==> config.mk <==
export PLATFORM = sky130hd
export DESIGN_NAME = async_uart_receiver
export DESIGN_NICKNAME = d
export VERILOG_FILES = /design/src/pkg/async_uart_receiver_pkg.sv /design/src/design/async_uart_receiver.sv
export VERILOG_INCLUDE_DIRS = /design/src /design/src/pkg
export SDC_FILE = /design/constraint.sdc
export NUM_CORES = 1
export LEC_CHECK = 0
export ABC_AREA = 0
export BUFFER_PORTS_ARGS = -buffer_cell sky130_fd_sc_hd__buf_2
export CORE_MARGIN = 1.5
export CORE_UTILIZATION = 40
export DETAILED_ROUTE_END_ITERATION = 8
export PLACE_DENSITY = 0.67
export SLEW_MARGIN = 20
export SYNTH_ARGS = -nofsm -noshare
export SYNTH_HDL_FRONTEND = slang
export SYNTH_SLANG_ARGS = --single-unit
==> constraint.sdc <==
create_clock -name aclk -period 5.3 [get_ports aclk]
set_input_delay 1.06 -clock aclk [delete_from_list [all_inputs] [get_ports aclk]]
set_output_delay 1.06 -clock aclk [all_outputs]
set_load 0.03 [all_outputs]
==> src/pkg/async_uart_receiver_regs.svh <==
/*
  register map, field positions, reset values and bit timing of the receiver.
  assumes inclusion by name from the design file and the bench.
*/
`ifndef ASYNC_UART_RECEIVER_REGS_SVH
`define ASYNC_UART_RECEIVER_REGS_SVH

// ==========================================================
// byte offsets on the register bus
`define RX_STATUS_CONTROL_OFS   8'h00
`define TX_STATUS_CONTROL_OFS   8'h04
`define RX_DATA_OFS             8'h08
`define IRQ_CONTROL_OFS         8'h0C

// ==========================================================
// receive_status_control fields
`define PORT_EN_BIT             7
`define NINE_BIT                6
`define RX_EN_BIT               4
`define FRAME_ERR_BIT           2
`define OVERRUN_BIT             1
`define NINTH_BIT               0
// transmit_status_control field
`define SYNC_BIT                4
// irq control fields
`define RX_IRQ_EN_BIT           0
`define PERIPH_IRQ_EN_BIT       1
`define GLOBAL_IRQ_EN_BIT       2
`define RPF_BIT                 3

// ==========================================================
// reset values
`define RX_STATUS_RESET         8'h00
`define TX_STATUS_RESET         8'h00
`define IRQ_CONTROL_RESET       8'h00

// ==========================================================
// bit timing in oversample ticks
`define TICKS_PER_BIT           16
`define START_CENTRE_TICK       4'h7
`define BIT_LAST_TICK           4'hF
`define MAJ_FIRST_TICK          4'hD
`define MAJ_SECOND_TICK         4'hE

// ==========================================================
// bus answers
`define RESP_OKAY               2'h0
`define RESP_SLVERR             2'h2

`endif

==> src/pkg/async_uart_receiver_pkg.sv <==
/*
  types of the asynchronous receiver.
  assumes the constants header sits beside it.
*/
package async_uart_receiver_pkg;
  // ==========================================================
  // receiver sequence
  typedef enum logic [1:0] {
    RX_IDLE,
    RX_START,
    RX_DATA,
    RX_STOP
  } rx_state_type;
endpackage : async_uart_receiver_pkg

==> src/design/async_uart_receiver.sv <==
/*
  asynchronous serial receiver with two-entry fifo behind an axi4-lite slave.
  assumes an external baud generator giving a one-cycle tick at sixteen
  times the baud rate on aclk, and a receive pin from outside the domain.
*/
// Register access over AXI4-Lite and the register addresses were chosen for this implementation.
// Function
// - receive only while receive enable, port enable set and synchronous select clear
// - oversample line sixteen times per bit, shift register advances once per bit
// - finished character moves at once into a two-entry fifo
// - falling edge starts; half bit later line must be low, else quietly abandon
// - after valid start, one bit time to each centre, majority value shifted in
// - stop position sampled one bit after last data; low marks framing error
// - after stop bit character enters fifo and pending flag rises
// - reading receive data returns oldest character and removes it
// - pending flag high while enabled with unread character; writes cannot change it
// - interrupt request needs pending flag and all three enables set
// - each entry keeps its framing status; visible bit follows oldest entry
// - framing error neither stops reception nor raises an interrupt
// - port enable clear resets port and framing status; receive enable clear does not
// - third character on full fifo sets overrun and blocks new characters
// - overrun cleared only by clearing receive enable or port enable
// - nine-bit option shifts nine bits; ninth bit shows oldest character msb
// - characters travel least significant bit first and assemble that way
`timescale 1ns/1ns
`include "async_uart_receiver_regs.svh"

module async_uart_receiver
  import async_uart_receiver_pkg::*;
(
  input  wire logic        aclk,
  input  wire logic        aresetn,
  input  wire logic        oversample_tick,
  input  wire logic        receive_line_pin,
  input  wire logic [7:0]  s_axi_awaddr,
  input  wire logic        s_axi_awvalid,
  output logic             s_axi_awready,
  input  wire logic [31:0] s_axi_wdata,
  input  wire logic [3:0]  s_axi_wstrb,
  input  wire logic        s_axi_wvalid,
  output logic             s_axi_wready,
  output logic [1:0]       s_axi_bresp,
  output logic             s_axi_bvalid,
  input  wire logic        s_axi_bready,
  input  wire logic [7:0]  s_axi_araddr,
  input  wire logic        s_axi_arvalid,
  output logic             s_axi_arready,
  output logic [31:0]      s_axi_rdata,
  output logic [1:0]       s_axi_rresp,
  output logic             s_axi_rvalid,
  input  wire logic        s_axi_rready,
  output logic             receive_pending_flag,
  output logic             irq_request
);

  // ==========================================================
  // state
  typedef struct packed {
    rx_state_type    state;
    logic [3:0]      tick_cnt;
    logic [3:0]      bit_cnt;
    logic [8:0]      shift;
    logic [1:0]      samp;
    logic [1:0][8:0] fifo_data;
    logic [1:0]      fifo_framing_error_flag;
    logic [1:0]      fifo_cnt;
    logic            rd_ptr;
    logic            overrun_error_flag;
    logic            serial_port_enable;
    logic            nine;
    logic            continuous_receive_enable;
    logic            sync_sel;
    logic            receive_irq_enable;
    logic            peripheral_irq_enable;
    logic            global_irq_enable;
    logic            aw_got;
    logic            w_got;
    logic [7:0]      awaddr;
    logic [7:0]      wbyte;
    logic            wlane;
    logic            bvalid;
    logic [1:0]      bresp;
    logic            rvalid;
    logic [31:0]     rdata;
    logic [1:0]      rresp;
    logic            sync1;
    logic            sync2;
    logic            line_prev;
  } state_type;

  state_type q_reg;
  state_type q_next;

  logic       rx_on;
  logic       line;
  logic       maj;
  logic       push;
  logic       pop;
  logic       full;
  logic [8:0] push_word;
  logic       push_framing_error_flag;
  logic       wr_idx;
  logic [7:0] status_byte;

  // ==========================================================
  // combinational views
  assign rx_on  = q_reg.serial_port_enable & q_reg.continuous_receive_enable & ~q_reg.sync_sel;
  assign line   = q_reg.sync2;
  // two of three: two early samples and the centre sample
  assign maj    = (q_reg.samp[0] & q_reg.samp[1]) | (q_reg.samp[0] & line)
                | (q_reg.samp[1] & line);
  assign full   = (q_reg.fifo_cnt == 2'h2) & ~pop;
  assign wr_idx = q_reg.rd_ptr ^ q_reg.fifo_cnt[0];
  assign status_byte = {q_reg.serial_port_enable, q_reg.nine, 1'b0, q_reg.continuous_receive_enable, 1'b0,
                        (q_reg.fifo_cnt != 2'h0) & q_reg.fifo_framing_error_flag[q_reg.rd_ptr],
                        q_reg.overrun_error_flag,
                        (q_reg.fifo_cnt != 2'h0) & q_reg.fifo_data[q_reg.rd_ptr][8]};

  // pending flag is pure state, so no write path can touch it
  assign receive_pending_flag = rx_on & (q_reg.fifo_cnt != 2'h0);
  // framing status is not a term here
  assign irq_request = receive_pending_flag & q_reg.receive_irq_enable & q_reg.peripheral_irq_enable & q_reg.global_irq_enable;

  assign s_axi_awready = ~q_reg.aw_got & ~q_reg.bvalid;
  assign s_axi_wready  = ~q_reg.w_got & ~q_reg.bvalid;
  assign s_axi_bvalid  = q_reg.bvalid;
  assign s_axi_bresp   = q_reg.bresp;
  assign s_axi_arready = ~q_reg.rvalid;
  assign s_axi_rvalid  = q_reg.rvalid;
  assign s_axi_rdata   = q_reg.rdata;
  assign s_axi_rresp   = q_reg.rresp;

  // ==========================================================
  // next state
  always_comb begin
    q_next    = q_reg;
    push      = 1'b0;
    pop       = 1'b0;
    push_word = 9'h000;
    push_framing_error_flag = 1'b0;
    // two-stage synchroniser on the pin
    q_next.sync1 = receive_line_pin;
    q_next.sync2 = q_reg.sync1;
    if (oversample_tick) begin
      q_next.line_prev = line;
    end

    // receive sequencer, moved by the oversample tick; forced to idle in any cycle while reception is off
    case (q_reg.state)
      RX_IDLE: begin
        if (oversample_tick && rx_on && q_reg.line_prev && !line) begin
          q_next.state    = RX_START;
          q_next.tick_cnt = 4'h0;
        end
      end
      RX_START: begin
        if (oversample_tick) begin
          q_next.tick_cnt = q_reg.tick_cnt + 4'h1;
          if (q_reg.tick_cnt == `START_CENTRE_TICK) begin
            // glitch filter: a high centre drops back to edge search
            q_next.state    = line ? RX_IDLE : RX_DATA;
            q_next.tick_cnt = 4'h0;
            q_next.bit_cnt  = 4'h0;
          end
        end
      end
      RX_DATA, RX_STOP: begin
        if (oversample_tick) begin
          // sixteen ticks from one centre to the next
          q_next.tick_cnt = q_reg.tick_cnt + 4'h1;
          if (q_reg.tick_cnt == `MAJ_FIRST_TICK) begin
            q_next.samp[0] = line;
          end
          if (q_reg.tick_cnt == `MAJ_SECOND_TICK) begin
            q_next.samp[1] = line;
          end
          if (q_reg.tick_cnt == `BIT_LAST_TICK && q_reg.state == RX_DATA) begin
            q_next.shift   = {maj, q_reg.shift[8:1]};  // lsb first
            q_next.bit_cnt = q_reg.bit_cnt + 4'h1;
            if (q_reg.bit_cnt == (q_reg.nine ? 4'h8 : 4'h7)) begin
              q_next.state = RX_STOP;
            end
          end
          if (q_reg.tick_cnt == `BIT_LAST_TICK && q_reg.state == RX_STOP) begin
            // low stop level marks this character only
            push      = 1'b1;
            push_framing_error_flag = ~maj;
            push_word = q_reg.nine ? q_reg.shift : {1'b0, q_reg.shift[8:1]};
            // no wait for a stop gap: reception goes on
            q_next.state = RX_IDLE;
          end
        end
      end
      default: begin
        q_next.state = RX_IDLE;
      end
    endcase
    if (!rx_on) begin
      q_next.state = RX_IDLE;
    end

    // axi4-lite write: address and data taken in either order
    if (s_axi_awvalid && s_axi_awready) begin
      q_next.aw_got = 1'b1;
      q_next.awaddr = s_axi_awaddr;
    end
    if (s_axi_wvalid && s_axi_wready) begin
      q_next.w_got = 1'b1;
      q_next.wbyte = s_axi_wdata[7:0];
      q_next.wlane = s_axi_wstrb[0];
    end
    if (q_reg.aw_got && q_reg.w_got) begin
      q_next.aw_got = 1'b0;
      q_next.w_got  = 1'b0;
      q_next.bvalid = 1'b1;
      q_next.bresp  = `RESP_OKAY;
      case (q_reg.awaddr)
        `RX_STATUS_CONTROL_OFS: begin
          // status bits are read only, so pending and error flags stay put
          if (q_reg.wlane) begin
            q_next.serial_port_enable = q_reg.wbyte[`PORT_EN_BIT];
            q_next.nine = q_reg.wbyte[`NINE_BIT];
            q_next.continuous_receive_enable = q_reg.wbyte[`RX_EN_BIT];
          end
        end
        `TX_STATUS_CONTROL_OFS: begin
          if (q_reg.wlane) begin
            q_next.sync_sel = q_reg.wbyte[`SYNC_BIT];
          end
        end
        `IRQ_CONTROL_OFS: begin
          if (q_reg.wlane) begin
            q_next.receive_irq_enable = q_reg.wbyte[`RX_IRQ_EN_BIT];
            q_next.peripheral_irq_enable = q_reg.wbyte[`PERIPH_IRQ_EN_BIT];
            q_next.global_irq_enable  = q_reg.wbyte[`GLOBAL_IRQ_EN_BIT];
          end
        end
        `RX_DATA_OFS: begin
        end
        default: begin
          q_next.bresp = `RESP_SLVERR;
        end
      endcase
    end
    if (q_reg.bvalid && s_axi_bready) begin
      q_next.bvalid = 1'b0;
    end

    // axi4-lite read, answered one cycle after the address
    if (s_axi_arvalid && s_axi_arready) begin
      q_next.rvalid = 1'b1;
      q_next.rresp  = `RESP_OKAY;
      q_next.rdata  = 32'h0000_0000;
      case (s_axi_araddr)
        `RX_STATUS_CONTROL_OFS: begin
          q_next.rdata[7:0] = status_byte;
        end
        `TX_STATUS_CONTROL_OFS: begin
          q_next.rdata[`SYNC_BIT] = q_reg.sync_sel;
        end
        `IRQ_CONTROL_OFS: begin
          q_next.rdata[3:0] = {receive_pending_flag, q_reg.global_irq_enable, q_reg.peripheral_irq_enable, q_reg.receive_irq_enable};
        end
        `RX_DATA_OFS: begin
          // oldest character out, fifo advances
          q_next.rdata[7:0] = q_reg.fifo_data[q_reg.rd_ptr][7:0];
          pop = (q_reg.fifo_cnt != 2'h0);
        end
        default: begin
          q_next.rresp = `RESP_SLVERR;
        end
      endcase
    end
    if (q_reg.rvalid && s_axi_rready) begin
      q_next.rvalid = 1'b0;
    end

    // fifo update; a character landing on a full fifo is an overrun
    if (pop) begin
      q_next.rd_ptr = ~q_reg.rd_ptr;
    end
    if (push && rx_on && !q_reg.overrun_error_flag && full) begin
      q_next.overrun_error_flag = 1'b1;
    end
    if (push && rx_on && !q_reg.overrun_error_flag && !full) begin
      // stored at once with its own framing status
      q_next.fifo_data[wr_idx] = push_word;
      q_next.fifo_framing_error_flag[wr_idx] = push_framing_error_flag;
    end
    q_next.fifo_cnt = q_reg.fifo_cnt
                    + {1'b0, push && rx_on && !q_reg.overrun_error_flag && !full}
                    - {1'b0, pop};
    // only disable clears overrun; the set above cannot meet it in one cycle
    if (!q_reg.continuous_receive_enable || !q_reg.serial_port_enable) begin
      q_next.overrun_error_flag = 1'b0;
    end
    // port disable empties the fifo and clears its framing status; receive disable keeps the fifo
    if (!q_reg.serial_port_enable) begin
      q_next.fifo_cnt  = 2'h0;
      q_next.fifo_framing_error_flag = 2'h0;
      q_next.rd_ptr    = 1'b0;
    end
  end

  // ==========================================================
  // registers
  always_ff @(posedge aclk) begin
    if (!aresetn) begin
      q_reg           <= '0;
      q_reg.state     <= RX_IDLE;
      q_reg.serial_port_enable      <= 1'(`RX_STATUS_RESET >> `PORT_EN_BIT);
      q_reg.sync1     <= 1'b1;
      q_reg.sync2     <= 1'b1;
      q_reg.line_prev <= 1'b1;
    end else begin
      q_reg <= q_next;
    end
  end
endmodule : async_uart_receiver

* Word level (Yosys, flattened, before mapping)
Cells that the tools add are included. Widths: inputs -> output; s select.
Storage, ports and cells: register bits 88, bits of input ports 61, output and inout port bits 43, logic and storage cells 173
Operators by class: add/sub/neg operators 4, magnitude comparators 3, eq/ne operators 22, multiplexer cells 41, bitwise operators 26, reductions and logical operators 45
Operator list (number):
- $mux 9 | 7
- $eq 8x4->1 const B | 4
- $mux 21 | 1
- $reduce_and 3->1 | 7
- $mux 10 | 2
- $bwmux 18 | 1
- $pmux 6 s3 | 1
- $eq 8x3->1 const B | 2
- $logic_and 1x1->1 | 16
- $logic_not 8->1 | 2
- $and 1x1->1 | 14
- $mux 1 | 13
- $mux 13 | 1
- $eq 4x4->1 const B | 3
- $mux 2 | 6
- $pmux 4 s3 | 1
- $ne 2x2->1 const B | 5
- $reduce_or 2->1 | 5
- $demux 9 s1 | 1
- $not 1->1 | 9
- $add 4x1->4 const B | 2
- $pmux 4 s2 | 1
- $reduce_or 4->1 | 2
- $eq 2x2->1 const B | 3
- other kinds (23) | 32

* Longest topological paths before layout
Gate-level depths: netlist of the first run.
depth in word-level cells 10, gate-level depth with buffers 10, gate-level depth less buffers 10

* Worst setup path after synthesis of the first run
Ideal clock, no wire load.
kind input to register, from in s_axi_araddr[1], to reg q_reg[70] (netlist bit), arrival time 2933 ps, slack 2252 ps, stages on the path 10, path buffers 1, cells stage by stage or4_4 > buf_6 > o311ai_4 > nand2_1 > ha_1 > inv_1 > ha_1 > xor2_1 > xnor2_1 > nor2_1
On the way: cells in the longest elaborated chain, start to end 9
RTL lines:
- start: declaration | line async_uart_receiver.sv:45 | input wire logic [7:0] s_axi_araddr,
- $eq 8x4->1 * | line async_uart_receiver.sv:254 | case (s_axi_araddr)
- $mux 1 * | line async_uart_receiver.sv:254
- $mux 1 * | line async_uart_receiver.sv:250 | if (s_axi_arvalid && s_axi_arready) begin
- $not 1->1 | line async_uart_receiver.sv:112 | assign full = (q_reg.fifo_cnt == 2'h2) & ~pop;
- $and 1x1->1 | line async_uart_receiver.sv:112
- $logic_not 1->1 | line async_uart_receiver.sv:291 | + {1'b0, push && rx_on && !q_reg.overrun_error_flag && !full}
- $logic_and 1x1->1 | line async_uart_receiver.sv:291
- $add 2x1->2 | line async_uart_receiver.sv:291
- $sub 2x1->2 * | line async_uart_receiver.sv:292 | - {1'b0, pop};
- end signal: assignment | line async_uart_receiver.sv:316 | q_reg <= q_next;
- end: declaration | line async_uart_receiver.sv:91 | state_type q_reg;
Mark *: on every way between the ends. The rest lies on a longest branch, timed or not. A chain may end at the register's enable or synchronous reset.

* Final worst setup path of the first run
from reg q_reg[66] (netlist bit), to out irq_request
On the way: cells in the longest elaborated chain, start to end 6
RTL lines:
- $and 1x1->1 (2 in a row) | line async_uart_receiver.sv:107 | assign rx_on = q_reg.serial_port_enable & q_reg.continuous_receive_enable & ~q_reg.sync_sel;
- $and 1x1->1 | line async_uart_receiver.sv:120 | assign receive_pending_flag = rx_on & (q_reg.fifo_cnt != 2'h0);
- $and 1x1->1 (3 in a row) | line async_uart_receiver.sv:122 | assign irq_request = receive_pending_flag & q_reg.receive_irq_enable & q_reg.peripheral_irq_enable & q_reg.glo ...
- end: declaration | line async_uart_receiver.sv:53 | output logic irq_request
No other way between the ends.

==> summary.txt, run 1 <==
Critical path
  • Critical path cell sequence: nand3b_1 -> nor2_1 -> and4_1 -> buf_2
  • Crit-path max FO: 8
  • Worst path top cell family by delay: simple AND/OR/NAND/NOR gates
  • R2R setup slack: 2.89 ns
  • Slowest stage cell, crit path: dfxtp_1
  • Arrival @ worst endpoint: 1.84 ns
  • Crit path buf inv count: 1
  • CP startpoint kind: flop
  • CP Class: reg2out
  • Worst Setup End Kind: primary output
  • Critical path required time: 4.24 ns
  • Slowest stage delay, CP: 0.50 ns

Synthesis
  • Synth Flop Type: dfxtp_1
  • Synthesized area: 4155 sq um
  • Yosys warning count: 0
  • Number of flops mapped to enable cells by yosys: 0
  • Post-synthesis average cell area: 8.841 sq um
  • Post-synth top area share: 40.47%
  • Post-synth ARST share: 0%
  • Ranking of synthesized cells by area: dfxtp_1 (40%), mux2i_1 (14%), buf_4 (6.5%)
  • Number of synthesized register bits: 84
  • Synth unique cells: 55
  • Seq/Total Area, Yosys: 40.47%
  • Yosys top cell by area: dfxtp_1
  • Gate count of the mapped netlist: 470

Drt
  • Vias: 3154
  • DRT iter0 DRCs: 106
  • First-pass DRT Iterations: 7
  • DRC viols: 0
  • Detailed Route WL: 8179 um
  • WL/cell: 12.90 um
  • Via density: 4.975
  • Antenna Nets Post-Route: 0

GRT
  • Initial antenna violation count: 0
  • Total track usage: 15.24%
  • Vias in the first global route: 2856
  • First-pass GRT wire length: 13590 um
  • Largest net degree at the start of global routing: 49
  • GR Overflow Total: 0

Flow run
  • Max cap viols: 0

Placed design
  • IO Port Bufs: 48
  • Dpl hpwl: 5918 um
  • Placed cell area: 4270 sq um
  • Placed cell count: 618
  • Routability cong.: 0.7830

STA
  • Final Hold Fails: 0
  • Setup_tns: 0 ns
  • Worst-margin pin slew: 1.041 ns
  • Final Cycle Share: 54.76%
  • Fin crit period: 2.902 ns
  • Setup-failing EPs final: 0
  • Fin. max-slew vios: 0
  • Worst slew margin: 30.07%
  • Hold_ws: 0.4171 ns
  • Clock skew: 0.008042 ns
  • RSZ-0062 raised after global routing: false
  • Fmax: 344.6 MHz

Layout
  • Area delta synth->final: 8.582%
  • Non-filler instance count after layout: 634
  • Register area: 1682 sq um
  • Most common cell after layout, fill and taps aside: dfxtp_1
  • Diodes inserted: 0
  • Final Instance Area: 4512 sq um
  • Area occupied by multi-input gates: 2136 sq um
  • Max reg flops: 70
  • Commonest non-fill, non-tap cells in the layout: dfxtp_1 (84), nand2_1 (68), mux2i_1 (57), buf_2 (48), nor2_1 (46)
  • Filler cells: 1041
  • Final #Nets: 560
  • Layout cells sized above 1: 16.67%

CTS
  • Clock insertion delay at the later pin of the skew report: 0.35 ns
  • Cts hold-fix bufs: 0
  • CTS tree: built
  • Reg clk slew, reported paths: 0.08 ns
  • Max clock buf depth: 2
  • Resize count post-CTS: 0
  • Setup Buffers After CTS: 0
  • CTS Buf Count: 9
  • CTS Sinks: 84
  • H-tree depth: 3
  • Root buffer cell: clkbuf_8

Power
  • Psw: 306.6 uW
  • Int Pwr: 961.3 uW
  • Share of power burned in registers: 51.4%
  • Static leakage: 0.001888 uW
  • Clock Power Share: 40.8%
  • VDD IR-drop max: 143.8 uV
  • Comb power frac: 7.8%
  • Power Dens Cells: 281.0 nW/um^2
  • Switching Share: 24.18%

Floorplan
  • Core area: 10180 sq um
  • Die area: 11010 sq um
  • # IOs: 104
  • # rows: 37
  • Initial Util: 40.80%
  • Die H: 104.9 um
  • DIE WIDTH: 104.9 um

Worst hold path
  • Hold crit path type: reg2reg

Outcome
  • Status: complete, no violations
-- final timing paths --
kind | startpoint | depth (start not counted) | end
hold / removal | q_next[1]$_SDFF_PN1_ | 1 | line$_SDFF_PN1_
setup / recovery | q_reg[66]$_SDFFE_PN0P_ | 4 | irq_request
setup reg to reg | q_reg[109]$_SDFFE_PN0P_ | 9 | q_reg[70]$_SDFF_PN0_
hold reg to reg | q_next[1]$_SDFF_PN1_ | 1 | line$_SDFF_PN1_
-- Yosys cell counts, types with 3 or more instances --
cell type   n
nand2_1    68
nand2b_1    6
buf_2       5
and3_1      5
clkbuf_1   16
nand4_1     3
mux2_2      9
dfxtp_1    84
o2111ai_1   3
or4_1       3
ha_1        6
o21ai_0    10
buf_6       3
nand3b_1    5
mux2i_1    57
nor4_1      6
inv_1      11
nand3_1    14
nor2_1     46
buf_4      36
o22ai_1     3
a21oi_1    23
a22oi_1     3
-- cells by family (layout without fill, tap and decap cells) --
| family | after synthesis | after routing | synth area share [%] |
|---|---|---|---|
| fa+ha+maj | 7 | 7 | 2.048 |
| mux | 66 | 66 | 16.17 |
| simple gates | 180 | 180 | 21.29 |
| xor+xnor | 4 | 4 | 0.8433 |
| other cells | 1 | 26 | 0.09025 |
| buf+inv | 73 | 76 | 10.54 |
| flops | 84 | 84 | 40.47 |
| compound gates | 55 | 55 | 8.552 |
-- routing by layer --
layer,share of wire [%],track usage [%],up-vias,routed length (um)
li1,-,-,1602,-
met1,49,19.74,1482,3997
met2,47,25.16,63,3842
met3,3.2,3.618,7,258
met4,0.98,4.403,0,80
met5,0,0,-,0
-- per-stage QoR --
step | utilization, % | total power [uW] | setup WS, ns
3_5_place_dp | 41.93 | 766.0 | 2.097
2_1_floorplan | - | 756.1 | 2.252
3_3_place_gp | 41.93 | 763.2 | 2.099
5_1_grt | 44.30 | 1321 | 2.197
6_report | 44.30 | 1268 | 2.398
4_1_cts | 44.24 | 1283 | 2.339
-- layout make-up --
cell class,instances,share of cell area [%]
Tap cell,136,3.771
Inverter,11,0.9151
Multi-Input combinational cell,338,47.34
Clock buffer,11,3.356
Clock inverter,5,1.858
Sequential cell,84,37.27
Timing Repair Buffer,49,5.491
-- power by group through the flow --
stage	clock network [uW]	logic (uW)	registers, uW
floorplan	0	90.9	665
global placement	0	97.7	665
detailed placement	0	99.8	666
CTS	531	100	651
global route	558	109	653
finish	517	99.5	651
Note: power is estimated with default switching activity, not from simulation.
==> run 2: changes to the inputs <==
- clock period: 5.3 -> 2.91 ns (I/O delays scaled with it)
==> run 2 against run 1 <==
  * Non-clock buffer count increased by 7
  * First-iteration DRC count grew 49%
  * Final cell count rose by 1.1%
  * Critical path depth rose by 6
  * Utilization increased by 0.38 points
  * Combinational power grew 83%
  * Sequential cell count is the same
  * Clock-buffer cell count down 2
  * Worst setup slack worse by 1.9 ns
  * Hold slack worse by 0.017 ns
  * Die area is the same
  * Clock power grew 82%
  * Largest cell class unchanged
==> summary.txt, run 2 (same netlist as run 1, synthesis figures left out) <==
Outcome
  • Status: complete, no violations

GRT
  • GR Overflow Total: 0 (unchanged)
  • Initial antenna violation count: 0 (unchanged)
  • Total track usage: 16.32% (+1.1 points)
  • Largest net degree at the start of global routing: 47 (-4.1%)
  • Vias in the first global route: 3080 (+7.8%)
  • First-pass GRT wire length: 14460 um (+6.4%)

Critical path
  • Worst path top cell family by delay: adder cells
  • Critical path required time: 3.17 ns (-1.07 ns)
  • Path depth of the worst reg2reg path: 10 (+1)
  • Terminus of the critical flop-to-flop path: q_reg[70]$_SDFF_PN0_
  • Crit-path max FO: 8 (unchanged)
  • Slowest stage delay, CP: 0.42 ns (-0.08 ns)
  • CP startpoint kind: flop
  • Arrival @ worst endpoint: 2.69 ns (+0.85 ns)
  • Worst Setup End Kind: flop
  • Slowest stage cell, crit path: dfxtp_1
  • End of the critical path: q_reg[70]$_SDFF_PN0_
  • CP Class: reg2reg
  • Most used cell, CP: ha_1
  • Reg2reg start: q_reg[107]$_SDFFE_PN0P_
  • Crit path buf inv count: 1 (unchanged)
  • Critical path origin: q_reg[107]$_SDFFE_PN0P_
  • R2R setup slack: 0.48 ns (-2.41 ns)
  • Critical path cell sequence: ha_1 -> nand3_1 -> nor4_2 -> nand2_1 -> ha_1 -> inv_1 -> ha_1 -> xor2_1 -> xnor2_1 -> nor2_1
  • Worst path depth: 10 (+6)

Layout
  • Commonest non-fill, non-tap cells in the layout: dfxtp_1 (84), nand2_1 (68), mux2i_1 (57), buf_2 (48), nor2_1 (46)
  • Layout cells sized above 1: 17.82% (+1.2 points)
  • Final #Nets: 567 (+1.3%)
  • Max reg flops: 70 (unchanged)
  • Filler cells: 1045 (+0.38%)
  • Most common cell after layout, fill and taps aside: dfxtp_1
  • Area delta synth->final: 9.515%
  • Diodes inserted: 0 (unchanged)
  • Post-layout util: 44.68% (+0.38 points)

Placed design
  • Dpl hpwl: 6208 um (+4.9%)
  • IO Port Bufs: 48 (unchanged)
  • Routability cong.: 0.8477 (+8.3%)

Floorplan
  • DIE WIDTH: 104.9 um (unchanged)
  • Die area: 11010 sq um (unchanged)
  • # rows: 37 (unchanged)
  • Die H: 104.9 um (unchanged)
  • Initial Util: 40.80% (unchanged)
  • # IOs: 104 (unchanged)
  • Core area: 10180 sq um (unchanged)

CTS
  • Max clock buf depth: 2 (unchanged)
  • Resize count post-CTS: 0 (unchanged)
  • Setup Buffers After CTS: 0 (unchanged)
  • CTS Sinks: 84 (unchanged)
  • Clock insertion delay at the later pin of the skew report: 0.36 ns (about the same)
  • H-tree depth: 3 (unchanged)
  • Reg clk slew, reported paths: 0.09 ns (about the same)
  • CTS tree: built
  • CTS Buf Count: 9 (unchanged)
  • Cts hold-fix bufs: 0 (unchanged)
  • Root buffer cell: clkbuf_8

STA
  • Setup_tns: 0 ns (unchanged)
  • Fin. max-slew vios: 0 (unchanged)
  • Final Hold Fails: 0 (unchanged)
  • Worst slew margin: 61.49% (+31 points)
  • Final Cycle Share: 83.53%
  • Worst-margin pin slew: 0.5724 ns (-0.4686 ns)
  • Fin crit period: 2.431 ns
  • RSZ-0062 raised after global routing: false
  • Fmax: 411.4 MHz
  • Clock skew: 0.01303 ns (+0.004988 ns)
  • Hold_ws: 0.3997 ns (-0.01738 ns)
  • Setup-failing EPs final: 0 (unchanged)

Power
  • Share of power burned in registers: 51.4% (about the same)
  • Static leakage: 0.001927 uW (+2.0%)
  • Psw: 591.5 uW (+93%)
  • Total power: 2309 uW (+82%)
  • Int Pwr: 1717 uW (+79%)
  • Power Dens Cells: 507.3 nW/um^2 (+81%)
  • VDD IR-drop max: 289.7 uV (+100%)
  • Comb power frac: 7.9% (about the same)
  • Switching Share: 25.62% (+1.4 points)
  • Clock Power Share: 40.7% (about the same)

Drt
  • WL/cell: 13.11 um (+1.6%)
  • DRC viols: 0 (unchanged)
  • Detailed Route WL: 8405 um (+2.8%)
  • DRT iter0 DRCs: 158 (+49%)
  • Via density: 4.994 (+0.38%)
  • Antenna Nets Post-Route: 0 (unchanged)
  • First-pass DRT Iterations: 5 (-2)
  • Vias: 3201 (+1.5%)

Flow run
  • Max cap viols: 0 (unchanged)

Worst hold path
  • Hold crit path type: in2reg
==> run 2: cell types whose count changed in the layout (fill, tap and decap cells not counted), sizes merged <==
cell	delta
buf	+7
inv	+4
clkinvlp	-2
clkbuf	-2
==> run 2: layout make-up <==
type                    instances  area (sq um)  area share, %
clock buffers                   9         123.9          2.722
clock inverters                 7         103.9          2.282
inverters                      11         41.29         0.9073
multi-input cells             338          2130          46.80
flip-flops and latches         84          1682          36.95
well taps                     136         170.2          3.739
repair buffers                 56         300.3          6.599
==> run 2: how the worst min path moves through the flow <==
stage | start | end | slack [ns] | depth (start not counted)
final | receive_line_pin | q_next[1]$_SDFF_PN1_ | 0.40 | 2
after global routing | receive_line_pin | q_next[1]$_SDFF_PN1_ | 0.39 | 2
after CTS | receive_line_pin | q_next[1]$_SDFF_PN1_ | 0.39 | 2
after detailed placement | q_next[1]$_SDFF_PN1_ | line$_SDFF_PN1_ | 0.40 | 1
after global placement | q_next[1]$_SDFF_PN1_ | line$_SDFF_PN1_ | 0.39 | 1
after floorplan | q_next[1]$_SDFF_PN1_ | line$_SDFF_PN1_ | 0.39 | 1
==> run 2: per-layer routing <==
metal | part of all wire, % | vias to the layer above | GRT usage, %
met4 | 1.9 | 0 | 6.360
met3 | 4.5 | 13 | 3.743
li1 | - | 1619 | -
met1 | 46 | 1471 | 20.70
met2 | 47 | 98 | 26.80
met5 | 0 | - | 0
==> run 2: power by group through the flow <==
stage	combinational, uW	sequential (uW)	clock (uW)
finish	182	1190	941
global route	201	1190	1030
CTS	184	1190	976
detailed placement	183	1210	0
global placement	179	1210	0
floorplan	166	1210	0
==> run 2: stage by stage <==
stage / setup WS, ns / instances / area, sq um
after floorplan: 0.3400 / 495 / 4249
after global placement: 0.2984 / 625 / 4323
after detailed placement: 0.2369 / 625 / 4323
after CTS: 0.4647 / 641 / 4551
after global routing: 0.2212 / 641 / 4551
final: 0.4794 / 641 / 4551
==> run 3: changes to the inputs <==
- ABC_AREA: 0 -> 1
- PLACE_DENSITY: 0.67 -> 0.69
- clock period: 2.91 -> 2 ns (I/O delays scaled with it)
==> run 3 against run 2 <==
  * Global-route usage rose by 1.3 points
  * Worst setup slack worse by 0.39 ns
  * Largest power group unchanged
  * Largest cell class unchanged
  * Total power rose by 43%
  * Utilization rose by 2.3 points
  * Non-clock buffer count rose by 11
  * Critical path type is now reg2out
==> summary.txt, run 3 <==
Critical path
  • Worst Setup End Kind: primary output
  • Crit path buf inv count: 3 (+2)
  • Path depth of the worst reg2reg path: 11 (+1)
  • Most used cell, CP: nand3_1
  • Slowest stage delay, CP: 0.34 ns (-0.08 ns)
  • Arrival @ worst endpoint: 1.51 ns (-1.18 ns)
  • Reg2reg start: q_reg[107]$_SDFFE_PN0P_
  • Worst path top cell family by delay: simple AND/OR/NAND/NOR gates
  • CP Class: reg2out
  • Critical path cell sequence: inv_1 -> nand3_1 -> buf_4 -> nor2_4 -> nand3_1 -> nor2_2 -> buf_6
  • Terminus of the critical flop-to-flop path: q_reg[70]$_SDFF_PN0_
  • R2R setup slack: 0.11 ns (-0.37 ns)
  • Slowest stage cell, crit path: dfxtp_2
  • CP startpoint kind: flop
  • Crit-path max FO: 3 (-5)
  • Critical path required time: 1.60 ns (-1.57 ns)
  • Worst path depth: 7 (-3)

Drt
  • WL met2: 4477 um (+13%)
  • DRC viols: 0 (unchanged)
  • Antenna Nets Post-Route: 0 (unchanged)
  • First-pass DRT Iterations: 5 (unchanged)
  • DRT iter0 DRCs: 197 (+25%)
  • DR top layer: met4
  • Detailed Route WL: 9508 um (+13%)
  • WL/cell: 11.50 um (-12%)
  • Met3 routed wirelength: 455 um (+19%)
  • Vias: 3927 (+23%)
  • M1 wire length: 4473 um (+15%)
  • Via density: 4.748 (-4.9%)

Floorplan
  • # rows: 37 (unchanged)
  • Die H: 107.4 um (+2.4%)
  • Initial Util: 41.70% (+0.90 points)
  • Die area: 11540 sq um (+4.9%)
  • DIE WIDTH: 107.4 um (+2.4%)
  • # IOs: 104 (unchanged)
  • Core area: 10460 sq um (+2.7%)

Synthesis
  • Yosys warning count: 0 (unchanged)
  • Yosys top cell by area: dfxtp_1
  • Number of flops mapped to enable cells by yosys: 0 (unchanged)
  • Largest family of logic cells by synthesized area: simple AND/OR/NAND/NOR gates
  • Ranking of synthesized cells by area: dfxtp_1 (39%), nand2_1 (9.8%), nor2_1 (9.5%)
  • Post-synthesis average cell area: 6.817 sq um (-23%)
  • Multiplexer area fraction after synthesis: 0% (-16 points)
  • Seq/Total Area, Yosys: 38.54% (-1.9 points)
  • Simple-gate share of the synthesized area: 29.51% (+8.2 points)
  • Commonest cells in the netlist: nand2_1 (114), nor2_1 (111), dfxtp_1 (84), inv_1 (82), o21ai_0 (51)
  • Post-synth top area share: 38.54% (-1.9 points)
  • Synth Area in Compound Gates: 13.11% (+4.6 points)
  • Synth Area in XOR/XNOR: 0.9751% (+0.13 points)
  • Most frequent cell after synthesis: nand2_1
  • Number of synthesized register bits: 84 (unchanged)
  • Post-synth ARST share: 0% (unchanged)
  • Synthesized area: 4363 sq um (+5.0%)
  • Gate count of the mapped netlist: 640 (+36%)
  • Adder-Cell Fraction of Synth Area: 1.721% (-0.33 points)
  • Synth unique cells: 34 (-38%)
  • Synth Flop Type: dfxtp_1

STA
  • Setup-failing EPs final: 0 (unchanged)
  • Clock skew: 0.01077 ns (-0.002260 ns)
  • Worst-margin pin slew: 0.5493 ns (-0.02309 ns)
  • Worst slew margin: 63.24% (+1.8 points)
  • Fmax: 523.3 MHz
  • Final Cycle Share: 95.55%
  • Fin. max-slew vios: 0 (unchanged)
  • Final WS setup: 0.08902 ns (-0.3904 ns)
  • Fin crit period: 1.911 ns
  • RSZ-0062 raised after global routing: true
  • Hold_ws: 0.2142 ns (-0.1855 ns)
  • Setup_tns: 0 ns (unchanged)
  • Final Hold Fails: 0 (unchanged)

Worst hold path
  • Hold crit path type: in2reg
  • Hold Crit Depth: 2 (unchanged)
  • Worst Hold Path EP: s_axi_bvalid$_SDFFE_PP0P_
  • Hold wc startpoint: s_axi_bready

CTS
  • H-tree depth: 3 (unchanged)
  • Max clock buf depth: 2 (unchanged)
  • CTS tree: built
  • Clock insertion delay at the later pin of the skew report: 0.36 ns (about the same)
  • CTS Sinks: 84 (unchanged)
  • CTS Buf Count: 9 (unchanged)
  • Cts hold-fix bufs: 0 (unchanged)
  • Reg clk slew, reported paths: 0.09 ns (about the same)
  • Root buffer cell: clkbuf_8

Flow run
  • Max cap viols: 0 (unchanged)

Power
  • Share of power burned in registers: 52.8% (+1.4 points)
  • Comb power frac: 10.1% (+2.2 points)
  • Psw: 925.4 uW (+56%)
  • Switching Share: 27.97% (+2.3 points)
  • Static leakage: 0.002263 uW (+17%)
  • Int Pwr: 2383 uW (+39%)
  • Total power: 3309 uW (+43%)
  • VDD IR-drop max: 467.6 uV (+61%)
  • Power Dens Cells: 672.9 nW/um^2 (+33%)
  • Clock Power Share: 37.1% (-3.6 points)

Layout
  • Most common cell after layout, fill and taps aside: nand2_1
  • Layout cells sized above 1: 17.51% (-0.31 points)
  • Filler cells: 1083 (+3.6%)
  • Area delta synth->final: 12.70%
  • Non-filler instance count after layout: 827 (+29%)
  • Commonest non-fill, non-tap cells in the layout: nand2_1 (112), nor2_1 (108), inv_1 (82), dfxtp_1 (77), o21ai_0 (51)
  • Final #Nets: 753 (+33%)
  • Max reg flops: 70 (unchanged)
  • Diodes inserted: 0 (unchanged)

Outcome
  • Status: complete, no violations

Placed design
  • Worst slack at placement: -0.008860 ns (-0.2458 ns)
  • Dpl hpwl: 6969 um (+12%)
  • Routability cong.: 0.8359 (-1.4%)
  • Placed cell count: 808 (+29%)
  • IO Port Bufs: 48 (unchanged)

GRT
  • Vias in the first global route: 3547 (+15%)
  • Initial antenna violation count: 0 (unchanged)
  • GR Overflow Total: 0 (unchanged)
  • First-pass GRT wire length: 16200 um (+12%)
  • Total track usage: 17.63% (+1.3 points)
  • Largest net degree at the start of global routing: 29 (-38%)
run 3: changes by cell type after synthesis, sizes merged, moves of 5 or more:
| cell | delta |
|---|---|
| a21oi | +19 |
| nand2b | -6 |
| inv | +75 |
| nand4 | +13 |
| o21ai | +43 |
| nor2 | +67 |
| nand3 | +20 |
| mux2 | -9 |
| clkbuf | -7 |
| nand3b | -6 |
| and3 | -5 |
| nand2 | +54 |
| nor4 | -8 |
| mux2i | -57 |
run 3: cell type report:
class | instances | area, sq um | area share [%]
well taps | 136 | 170.2 | 3.461
inverters | 86 | 325.3 | 6.616
clock buffers | 11 | 162.7 | 3.308
repair buffers | 67 | 389.1 | 7.913
flip-flops and latches | 84 | 1695 | 34.48
clock inverters | 5 | 41.29 | 0.8397
multi-input cells | 438 | 2133 | 43.38
run 3: metrics by stage:
stage	util (%)	cell area, sq um
2_1_floorplan	-	4526
3_3_place_gp	44.57	4663
3_5_place_dp	44.57	4663
4_1_cts	46.57	4872
5_1_grt	47.00	4917
6_report	47.00	4917
run 3: power by group through the flow:
stage / clock network, uW / registers [uW] / logic, uW
2_1_floorplan: 0 / 1790 / 291
3_3_place_gp: 0 / 1790 / 331
3_5_place_dp: 0 / 1790 / 337
4_1_cts: 1250 / 1750 / 338
5_1_grt: 1330 / 1760 / 376
6_report: 1230 / 1750 / 335
run 3: what timing repair did:
item	in CTS	in global routing
pin swaps	0	3
gates cloned	0	0
setup endpoints to repair	1	2
resized for setup	3	9
buffers inserted	0	3
run 3: worst max path at each step:
stage | startpoint | end | slack [ns]
6_report | q_reg[63]$_SDFFE_PN0P_ | irq_request | 0.09
3_5_place_dp | s_axi_araddr[5] | q_reg[70]$_SDFF_PN0_ | -0.009
4_1_cts | q_reg[63]$_SDFFE_PN0P_ | irq_request | 0.04
5_1_grt | q_reg[63]$_SDFFE_PN0P_ | irq_request | -0.02
3_3_place_gp | s_axi_araddr[0] | q_reg[70]$_SDFF_PN0_ | 0.06
2_1_floorplan | q_reg[107]$_SDFFE_PN0P_ | q_reg[70]$_SDFF_PN0_ | 0.002
run 3: cells by family (layout without fill, tap and decap cells):
logic type,after synthesis,count (layout)
buf+inv,143,169
fa+ha+maj,6,6
xor+xnor,4,4
simple gates,294,294
flops,84,84
compound gates,108,108
other cells,1,26
run 3: routing by layer:
metal,vias to the layer above,track usage [%]
li1,2058,-
met3,7,4.298
met5,-,0
met1,1763,23.14
met2,99,28.89
met4,0,4.699
